## src/hdl/reset_cause_map.svh

```systemverilog
// Constants for the reset-cause and start-up time-out block.
// Assumes a 20 MHz system clock and an 8-bit plain register port.
`ifndef RESET_CAUSE_MAP_SVH
`define RESET_CAUSE_MAP_SVH
// ----------------------------------------
// Register offsets
// ----------------------------------------
`define RC_ADDR_STATUS 4'h0
`define RC_ADDR_FLAGS 4'h1
`define RC_ADDR_IRQ_STAT 4'h2
`define RC_ADDR_IRQ_MASK 4'h3
// ----------------------------------------
// Field positions and values
// ----------------------------------------
`define RC_BIT_BROWNOUT 0
`define RC_BIT_POWERON 1
`define RC_BIT_POWERDOWN 0
`define RC_BIT_TIMEOUT 1
`define RC_PC_RESET 13'h0000
`define RC_PC_VECTOR 13'h0004
`define RC_UPPER_PC_RESET 5'h00
// ----------------------------------------
// Timing
// ----------------------------------------
`define RC_CLK_HZ 20000000
`define RC_POWER_UP_DELAY_TIMER_MS 72
`define RC_POWER_UP_DELAY_TIMER_CYCLES ((`RC_CLK_HZ / 1000) * `RC_POWER_UP_DELAY_TIMER_MS)
`define RC_OST_PERIODS 1024
`endif

```

## src/hdl/reset_cause_pkg.sv

```systemverilog
// Types shared by the reset-cause block.
// Assumes nothing of its surroundings.
package reset_cause_pkg;
  typedef enum logic [2:0] {
    EV_NONE,
    EV_POWER_ON,
    EV_BROWN_OUT,
    EV_MASTER_CLEAR_N_RUN,
    EV_MASTER_CLEAR_N_SLEEP,
    EV_WDT_RESET,
    EV_WDT_WAKE,
    EV_IRQ_WAKE
  } reset_event_e;
  typedef enum logic [0:0] {
    OSC_CRYSTAL,
    OSC_RC
  } osc_mode_e;
  typedef logic [7:0] reg_data_t;
endpackage

```

## src/hdl/reset_cause.sv

```systemverilog
// Reset-cause flags, start-up time-out sequencing and start address choice.
// Assumes events arrive as one-cycle pulses from logic on clk_sys_i, while the
// supply-good level and oscillator tick come from outside and are synchronised.
//
// What this block does
// - Brown-out flag bit 0, cleared by brown-out
// - Brown-out flag undefined after power-on, software sets
// - Brown-out flag meaningless while detector disabled
// - Power-on flag bit 1, cleared only by power-on
// - Reduced variant reads bit 0 as zero
// - Power-up and wake waits per oscillator mode
// - Brown-out applies full power-up wait
// - Power-on sets time-out and power-down flags
// - Master-clear while running keeps both flags
// - Sleep master-clear or interrupt wake: 1,0
// - Watchdog reset 0,1; watchdog wake 0,0
// - Resets load zero; wakes resume next instruction
// - Interrupt wake with enable loads vector
// - Wake-up raises source interrupt flag
// - Upper latch cleared on reset, kept on wake
// - Oscillator wait only crystal, power-on, brown-out or wake
// - Supply dip restarts the power-up wait
`timescale 1ns/1ns
`default_nettype none
`include "reset_cause_map.svh"
module reset_cause #(
  parameter int unsigned POWER_UP_DELAY_TIMER_CYCLES = `RC_POWER_UP_DELAY_TIMER_CYCLES,
  parameter int unsigned OST_PERIODS = `RC_OST_PERIODS,
  parameter bit HAS_BROWNOUT = 1'b1
) (
  input wire logic clk_sys_i,
  input wire logic rstn_i,
  input wire logic ce_i,
  input wire reset_cause_pkg::reset_event_e event_i,
  input wire reset_cause_pkg::osc_mode_e osc_mode_i,
  input wire logic power_timer_enable_cfg_i,
  input wire logic brownout_enable_cfg_i,
  input wire logic global_irq_enable_i,
  input wire logic supply_good_i,
  input wire logic osc_tick_i,
  input wire logic [3:0] addr_i,
  input wire logic [7:0] wdata_i,
  input wire logic wr_i,
  input wire logic rd_i,
  output logic [7:0] rdata_o,
  output logic hold_reset_o,
  output logic pc_load_o,
  output logic [12:0] pc_value_o,
  output logic pc_resume_o,
  output logic [4:0] upper_pc_latch_o,
  output logic wake_irq_flag_o,
  output logic irq_o
);
  import reset_cause_pkg::*;

  typedef enum logic [1:0] {
    SEQ_RUN,
    SEQ_POWER_UP_DELAY_TIMER,
    SEQ_OST
  } seq_e;

  // ----------------------------------------
  // Input synchronisers
  // ----------------------------------------
  // Supply and oscillator come from outside this clock; two flops for supply, three for the oscillator tick.
  logic supply_s1_reg, supply_s2_reg, osc_s1_reg, osc_s2_reg, osc_s3_reg;
  always_ff @(posedge clk_sys_i) begin
    if (!rstn_i) begin
      supply_s1_reg <= 1'b0;
      supply_s2_reg <= 1'b0;
      osc_s1_reg <= 1'b0;
      osc_s2_reg <= 1'b0;
      osc_s3_reg <= 1'b0;
    end else if (ce_i) begin
      supply_s1_reg <= supply_good_i;
      supply_s2_reg <= supply_s1_reg;
      osc_s1_reg <= osc_tick_i;
      osc_s2_reg <= osc_s1_reg;
      osc_s3_reg <= osc_s2_reg;
    end
  end
  // The edge detector reads the second and third flops, never the first.
  wire osc_edge = osc_s2_reg & ~osc_s3_reg;

  // ----------------------------------------
  // Event decode
  // ----------------------------------------
  wire ev_por = (event_i == EV_POWER_ON);
  wire ev_bor = (event_i == EV_BROWN_OUT) && HAS_BROWNOUT;
  wire ev_master_clear_n_run = (event_i == EV_MASTER_CLEAR_N_RUN);
  wire ev_master_clear_n_slp = (event_i == EV_MASTER_CLEAR_N_SLEEP);
  wire ev_wdt_rst = (event_i == EV_WDT_RESET);
  wire ev_wdt_wake = (event_i == EV_WDT_WAKE);
  wire ev_irq_wake = (event_i == EV_IRQ_WAKE);
  wire ev_reset = ev_por | ev_bor | ev_master_clear_n_run | ev_master_clear_n_slp | ev_wdt_rst;
  wire ev_wake = ev_wdt_wake | ev_irq_wake;
  wire crystal = (osc_mode_i == OSC_CRYSTAL);
  // A brown-out dip while the power-up wait runs re-arms the wait.
  wire dip = brownout_enable_cfg_i && HAS_BROWNOUT && !supply_s2_reg;

  // ----------------------------------------
  // Register port decode
  // ----------------------------------------
  wire wr_status = wr_i && (addr_i == `RC_ADDR_STATUS);
  wire wr_mask = wr_i && (addr_i == `RC_ADDR_IRQ_MASK);
  wire rd_istat = rd_i && (addr_i == `RC_ADDR_IRQ_STAT);

  // ----------------------------------------
  // Power status flags
  // ----------------------------------------
  // Hardware clears win over a same-cycle software write of one.
  logic poweron_flag_n_reg, brownout_flag_n_reg;
  logic poweron_next, brownout_next;
  always_comb begin
    poweron_next = poweron_flag_n_reg;
    brownout_next = brownout_flag_n_reg;
    if (wr_status) begin
      poweron_next = wdata_i[`RC_BIT_POWERON];
      brownout_next = wdata_i[`RC_BIT_BROWNOUT];
    end
    if (ev_por) begin
      poweron_next = 1'b0;
    end
    if (ev_bor) begin
      brownout_next = 1'b0;
    end
    if (!HAS_BROWNOUT) begin
      brownout_next = 1'b0;
    end
  end
  always_ff @(posedge clk_sys_i) begin
    if (!rstn_i) begin
      poweron_flag_n_reg <= 1'b0;
      brownout_flag_n_reg <= 1'b0;
    end else if (ce_i) begin
      poweron_flag_n_reg <= poweron_next;
      brownout_flag_n_reg <= brownout_next;
    end
  end

  // ----------------------------------------
  // Time-out and power-down flags
  // ----------------------------------------
  logic timeout_flag_n_reg, powerdown_flag_n_reg;
  logic timeout_next, powerdown_next;
  always_comb begin
    timeout_next = timeout_flag_n_reg;
    powerdown_next = powerdown_flag_n_reg;
    if (ev_por || ev_bor) begin
      timeout_next = 1'b1;
      powerdown_next = 1'b1;
    end else if (ev_master_clear_n_slp || ev_irq_wake) begin
      timeout_next = 1'b1;
      powerdown_next = 1'b0;
    end else if (ev_wdt_rst) begin
      timeout_next = 1'b0;
      powerdown_next = 1'b1;
    end else if (ev_wdt_wake) begin
      timeout_next = 1'b0;
      powerdown_next = 1'b0;
    end
    // A run-time master-clear leaves both flags as they are.
  end
  always_ff @(posedge clk_sys_i) begin
    if (!rstn_i) begin
      timeout_flag_n_reg <= 1'b1;
      powerdown_flag_n_reg <= 1'b1;
    end else if (ce_i) begin
      timeout_flag_n_reg <= timeout_next;
      powerdown_flag_n_reg <= powerdown_next;
    end
  end

  // ----------------------------------------
  // Start-up time-out sequencer
  // ----------------------------------------
  // The power timer runs on power-on and brown-out only; the enable is taken
  // as active high throughout, since the two tables disagree on polarity.
  wire use_power_up_delay_timer = (ev_por && power_timer_enable_cfg_i) || ev_bor;
  // Oscillator wait only for crystal modes on power-on, brown-out or wake.
  wire use_ost = crystal && (ev_por || ev_bor || ev_wake);
  seq_e seq_reg, seq_next;
  logic [31:0] cnt_reg, cnt_next;
  always_comb begin
    seq_next = seq_reg;
    cnt_next = cnt_reg;
    if (use_power_up_delay_timer) begin
      seq_next = SEQ_POWER_UP_DELAY_TIMER;
      cnt_next = 32'h00000000;
    end else if (use_ost) begin
      seq_next = SEQ_OST;
      cnt_next = 32'h00000000;
    end else if (ev_reset) begin
      seq_next = SEQ_RUN;
    end else begin
      unique case (seq_reg)
        SEQ_RUN: begin
          seq_next = SEQ_RUN;
        end
        SEQ_POWER_UP_DELAY_TIMER: begin
          if (dip) begin
            cnt_next = 32'h00000000;
          end else if (cnt_reg >= POWER_UP_DELAY_TIMER_CYCLES - 1) begin
            cnt_next = 32'h00000000;
            seq_next = crystal ? SEQ_OST : SEQ_RUN;
          end else begin
            cnt_next = cnt_reg + 32'h00000001;
          end
        end
        SEQ_OST: begin
          if (osc_edge) begin
            if (cnt_reg >= OST_PERIODS - 1) begin
              seq_next = SEQ_RUN;
              cnt_next = 32'h00000000;
            end else begin
              cnt_next = cnt_reg + 32'h00000001;
            end
          end
        end
      endcase
    end
  end
  always_ff @(posedge clk_sys_i) begin
    if (!rstn_i) begin
      seq_reg <= SEQ_RUN;
      cnt_reg <= 32'h00000000;
    end else if (ce_i) begin
      seq_reg <= seq_next;
      cnt_reg <= cnt_next;
    end
  end
  wire hold_next = (seq_next != SEQ_RUN);
  wire done_pulse = (seq_reg != SEQ_RUN) && (seq_next == SEQ_RUN);

  // ----------------------------------------
  // Program counter start point and upper latch
  // ----------------------------------------
  // Every reset restarts at zero; a wake resumes unless the vector applies.
  wire [12:0] pc_next = (ev_irq_wake && global_irq_enable_i) ? `RC_PC_VECTOR
                        : `RC_PC_RESET;
  wire pc_load_next = ev_reset | (ev_irq_wake && global_irq_enable_i);
  wire resume_next = ev_wdt_wake | (ev_irq_wake && !global_irq_enable_i);
  logic [4:0] upper_pc_reg;
  always_ff @(posedge clk_sys_i) begin
    if (!rstn_i) begin
      upper_pc_reg <= `RC_UPPER_PC_RESET;
      pc_value_o <= `RC_PC_RESET;
      pc_load_o <= 1'b0;
      pc_resume_o <= 1'b0;
      wake_irq_flag_o <= 1'b0;
      hold_reset_o <= 1'b0;
    end else if (ce_i) begin
      if (ev_reset) begin
        upper_pc_reg <= `RC_UPPER_PC_RESET;
      end
      pc_value_o <= pc_next;
      pc_load_o <= pc_load_next;
      pc_resume_o <= resume_next;
      wake_irq_flag_o <= ev_wake;
      hold_reset_o <= hold_next;
    end
  end
  assign upper_pc_latch_o = upper_pc_reg;

  // ----------------------------------------
  // Event interrupts
  // ----------------------------------------
  // Bit 0 any reset, bit 1 any wake, bit 2 time-out done. Read clears,
  // but an event in the same cycle survives the clear.
  logic [2:0] istat_reg, imask_reg;
  wire [2:0] ev_vec = {done_pulse, ev_wake, ev_reset};
  wire [2:0] istat_next = (rd_istat ? 3'h0 : istat_reg) | ev_vec;
  always_ff @(posedge clk_sys_i) begin
    if (!rstn_i) begin
      istat_reg <= 3'h0;
      imask_reg <= 3'h0;
      irq_o <= 1'b0;
    end else if (ce_i) begin
      istat_reg <= istat_next;
      if (wr_mask) begin
        imask_reg <= wdata_i[2:0];
      end
      irq_o <= |(istat_next & (wr_mask ? wdata_i[2:0] : imask_reg));
    end
  end

  // ----------------------------------------
  // Read data
  // ----------------------------------------
  // Brown-out bit is reported raw; with the detector off it means nothing.
  wire bor_rd = HAS_BROWNOUT ? brownout_flag_n_reg : 1'b0;
  logic [7:0] rd_mux;
  always_comb begin
    rd_mux = 8'h00;
    unique case (addr_i)
      `RC_ADDR_STATUS: rd_mux = {6'h00, poweron_flag_n_reg, bor_rd};
      `RC_ADDR_FLAGS: rd_mux = {6'h00, timeout_flag_n_reg, powerdown_flag_n_reg};
      `RC_ADDR_IRQ_STAT: rd_mux = {5'h00, istat_reg};
      `RC_ADDR_IRQ_MASK: rd_mux = {5'h00, imask_reg};
      default: rd_mux = 8'h00;
    endcase
  end
  always_ff @(posedge clk_sys_i) begin
    if (!rstn_i) begin
      rdata_o <= 8'h00;
    end else if (ce_i) begin
      rdata_o <= rd_i ? rd_mux : 8'h00;
    end
  end

  // ----------------------------------------
  // Checks
  // ----------------------------------------
  AST_POR_CLEARS: assert property (@(posedge clk_sys_i) disable iff (!rstn_i)
    ce_i && ev_por |=> !poweron_flag_n_reg)
    else $error("power-on flag not cleared");
  AST_BOR_CLEARS: assert property (@(posedge clk_sys_i) disable iff (!rstn_i)
    ce_i && ev_bor |=> !brownout_flag_n_reg && $stable(poweron_flag_n_reg))
    else $error("brown-out flag wrong");
  AST_POR_FLAGS: assert property (@(posedge clk_sys_i) disable iff (!rstn_i)
    ce_i && ev_por |=> timeout_flag_n_reg && powerdown_flag_n_reg)
    else $error("power-on flags wrong");
  AST_MASTER_CLEAR_N_KEEP: assert property (@(posedge clk_sys_i) disable iff (!rstn_i)
    ce_i && ev_master_clear_n_run |=> $stable(timeout_flag_n_reg) && $stable(powerdown_flag_n_reg))
    else $error("run master-clear changed flags");
  AST_SLEEP_FLAGS: assert property (@(posedge clk_sys_i) disable iff (!rstn_i)
    ce_i && (ev_master_clear_n_slp || ev_irq_wake) |=> timeout_flag_n_reg && !powerdown_flag_n_reg)
    else $error("sleep flags wrong");
  AST_WDT_FLAGS: assert property (@(posedge clk_sys_i) disable iff (!rstn_i)
    ce_i && ev_wdt_wake |=> !timeout_flag_n_reg && !powerdown_flag_n_reg)
    else $error("watchdog wake flags wrong");
  AST_VECTOR: assert property (@(posedge clk_sys_i) disable iff (!rstn_i)
    ce_i && ev_irq_wake && global_irq_enable_i |=> pc_load_o && pc_value_o == 13'h0004)
    else $error("vector not loaded");
  AST_RESET_PC: assert property (@(posedge clk_sys_i) disable iff (!rstn_i)
    ce_i && ev_reset |=> pc_load_o && pc_value_o == 13'h0000 && upper_pc_latch_o == 5'h00)
    else $error("reset start point wrong");
  AST_HOLD: assert property (@(posedge clk_sys_i) disable iff (!rstn_i)
    ce_i && ev_por && power_timer_enable_cfg_i |=> hold_reset_o [*8])
    else $error("power-up wait missing");
  AST_RC_NOWAIT: assert property (@(posedge clk_sys_i) disable iff (!rstn_i)
    ce_i && ev_master_clear_n_run && seq_reg == SEQ_RUN |=> !hold_reset_o)
    else $error("unexpected wait");
endmodule
`default_nettype wire

```

## config.mk

```make
export PLATFORM = sky130hd
export DESIGN_NAME = reset_cause
export DESIGN_NICKNAME = d
export VERILOG_FILES = /design/src/hdl/reset_cause_pkg.sv /design/src/hdl/reset_cause.sv
export VERILOG_INCLUDE_DIRS = /design/src /design/src/hdl
export SDC_FILE = /design/constraint.sdc
export NUM_CORES = 1
export LEC_CHECK = 0
export ABC_CLOCK_PERIOD_IN_PS = 2000
export BUFFER_PORTS_ARGS = -buffer_cell sky130_fd_sc_hd__buf_2
export CAP_MARGIN = 20
export CORE_MARGIN = 3
export CORE_UTILIZATION = 51
export CTS_CLUSTER_DIAMETER = 40
export DETAILED_ROUTE_END_ITERATION = 16
export PLACE_DENSITY = 0.82
export SKIP_LAST_GASP = 1
export SYNTH_ARGS = -nofsm -noshare
export SYNTH_HDL_FRONTEND = slang
export SYNTH_SLANG_ARGS = --single-unit
```

## constraint.sdc

```tcl
create_clock -name clk_sys_i -period 2 [get_ports clk_sys_i]
set_input_delay 0.1 -clock clk_sys_i [delete_from_list [all_inputs] [get_ports clk_sys_i]]
set_output_delay 0.1 -clock clk_sys_i [all_outputs]
set_load 0.03 [all_outputs]
```

==> impl_metrics.yaml <==
outcome:
  outcome: "finished, final reports clean"
pwr:
  seqPwrFrac_pct: 43.9
  p_clk_share_pct: 41.5
  switching_share_pct: 27.79
  p_per_area_nw_per_um2: 668.8
  p_int_w: 0.001955
  leakage_nw: 1.587
  p_comb_share_pct: 14.5
  switchingPower_w: 0.0007522
  vdd_drop_max_uv: 422.2
clock_tree:
  root_buffer: "clkbuf_8"
  cts_buffer_depth: 2
  cts.htree.levels: 3
  clkTransAtPathRegs_ns: 0.07
  clock_latency_ns: 0.35
  clkSinkCount: 58
  cts_tree: "yes"
  cts_buffers: 9
critical_path:
  r2r-start: "seq_reg[1]"
  start_kind: "flip-flop"
  crit_fanout: 6
  critical_path_required_ns: 2.28
  crit_path_end_kind: "flip-flop"
  ff2ff_path_depth: 8
  critPathKind: "reg -> reg"
  r2r_setup_slack_ns: 0.04
  arrival_ns: 2.24
  r2r-end: "cnt_reg[28]"
sta:
  fin_crit_ns: 1.959
  final.setup.worst_slack_ns: 0.04083
  tightest_slew_ns: 0.7048
  slew_viol_final: 0
  fmax_mhz: 510.4
  worst_clock_skew_ns: 0.009073
  max-slew-margin-rel_pct: 52.96
  setup_viol: 0
  timing_hold_violations_final: 0
  rsz0062_at_grt: "yes"
  finalCritPeriodShare_pct: 97.96
global_routing:
  grt_pass1_vias: 2946
  grt_overflow: 0
  grt_use_total_pct: 22.14
  antenna_found_initial: 0
  grt_max_degree: 25
  grt_pass1_wl_mm: 13.26
finish:
  syn_to_final_growth_pct: 22.68
  largest_reg_flops: 32
  utilization_pct: 66.40
  drive_gt1_share_pct: 28.32
  antenna_cells: 0
  nets: 484
synth:
  synth_edf_count: 0
  synthFlopType: "dfxtp_1"
  synthTopCellsByArea: "dfxtp_1 (35%), buf_4 (5.5%), nor2_1 (4.7%), nand3_1 (4.4%), nand2_1 (3.5%)"
  syn_inst: 402
  avgSynthCellArea_sq_um: 8.207
  ys_seq_area_share_pct: 35.19
  yosys_warnings: 0
  yosysUniqueCellTypes: 60
  synth_common_cells: "dfxtp_1 (58), nor2_1 (41), nand2_1 (31), nand3_1 (29), buf_4 (24)"
  synth_top_cell_area_share_pct: 35.19
  postSynth.asyncResetShare_pct: 0
  yosysTopAreaCell: "dfxtp_1"
  synth_most_common_cell: "dfxtp_1"
  synth-seq-cells: 58
  syn_area_sq_um: 3299
hold_path:
  hp-start: "osc_tick_i"
  hold_class: "in -> reg"
  whs_path_depth: 3
  min_to: "osc_s1_reg"
drt:
  drtPass1Iterations: 5
  drt.antenna.violating_nets: 0
  route.detailed.drc: 0
  drt_iter0_drc: 169
  routed_wl_mm: 8.587
  wl_per_cell_microns: 16.08
  vias: 3183
  via_per_inst: 5.961
floorplanning:
  fp.dieH_microns: 86.43
  dieWidth_microns: 86.43
  die_area_sq_um: 7470
  core_area_sq_um: 6096
  ios: 57
  rows: 28
  initial_utilization_pct: 54.13
placed_design:
  pre_cts_ws_ns: -0.02320
  place_congestion: 0.8735
  hpwl_mm: 5.642
  portBuffers: 29
run:
  drv_cap: 0
## cell usage in the layout, fill, tap and decap left out, types with 5 or more instances in the layout
master     n
a21oi_1   21
a22oi_1    6
a31oi_1   13
and2_1     7
and3_1     9
buf_2     29
buf_4     31
clkbuf_8  11
conb_1    22
dfxtp_1   49
dfxtp_2    9
mux2i_1   11
nand2_1   30
nand2b_1   6
nand3_1   26
nand3b_1   8
nand4_1    9
nand4b_1   8
nor2_1    41
o21a_1     5
o21ai_0   11
## power by group through the flow
stage	logic, W	registers, W	clock network [W]
final	0.000394	0.00119	0.00112
after global routing	0.000424	0.00119	0.00120
after CTS	0.000348	0.00119	0.00113
after detailed placement	0.000345	0.00121	0
after global placement	0.000336	0.00121	0
after floorplan	0.000264	0.00122	0
## cell type report
type                       instances  area (sq um)
clock inverter                     5         52.55
inverter                           6         22.52
clock buffer                      11         151.4
tap                               75         93.84
multi-input combinational        315          2111
sequential                        58          1172
timing repair buffer              64         444.2
fill                             486          2048
## routing by layer
metal / share of wire, % / global-route usage [%] / wire [microns] / vias up
li1: - / - / - / 1537
met1: 41 / 26.11 / 3539 / 1493
met2: 50 / 38.11 / 4257 / 130
met3: 6.8 / 3.992 / 585 / 23
met4: 2.4 / 11.61 / 204 / 0
met5: 0 / 0 / 0 / -
## worst max-delay path, cell delays in order, from the launching register on
cell	delay [ns]
dfxtp_2	0.38
inv_2	0.07
ha_4	0.27
o21ai_2	0.07
o221ai_4	0.30
buf_4	0.18
nand3_1	0.10
or3_1	0.37
a21oi_1	0.15
## kinds of logic (layout without fill, tap and decap cells)
family | after synthesis | count (layout) | synth area share [%]
simple gates | 185 | 185 | 30.30
compound gates | 85 | 85 | 17.56
flops | 58 | 58 | 35.19
buf+inv | 50 | 86 | 8.949
mux | 14 | 14 | 5.044
xor+xnor | 5 | 5 | 1.327
fa+ha+maj | 4 | 4 | 1.517
other cells | 1 | 22 | 0.1137
## how the worst max path moves through the flow
stage	cells past startpoint	endpoint	slack, ns	start
after global routing	8	irq_o	-0.03	cnt_reg[1]
final	8	cnt_reg[28]	0.04	seq_reg[1]
after floorplan	9	cnt_reg[29]	0.07	cnt_reg[0]
after detailed placement	8	irq_o	-0.02	cnt_reg[0]
after CTS	7	irq_o	-0.001	cnt_reg[0]
after global placement	8	irq_o	0.05	cnt_reg[0]
## timing repair
action / 4_1_cts / 5_1_grt
pin swaps: 2 / 14
cloned: 0 / 2
buffers inserted: 1 / 2
hold buffers: 1 / 0
gates resized for setup: 2 / 42
setup endpoints to repair: 7 / 36
hold endpoints to repair: 1 / 0
## stage by stage
stage | hold WS [ns] | cells | cell area, sq um | setup TNS, ns | total power, W
floorplan | 0.2472 | 423 | 3378 | 0 | 0.001488
global placement | 0.3482 | 512 | 3575 | 0 | 0.001549
detailed placement | 0.3605 | 512 | 3575 | -0.02320 | 0.001559
CTS | 0.01261 | 530 | 3806 | -0.001018 | 0.002669
global route | 0.02851 | 534 | 4048 | -0.1613 | 0.002812
finish | 0.007384 | 534 | 4048 | 0 | 0.002707
No activity file was read; power rests on OpenSTA's default activity.
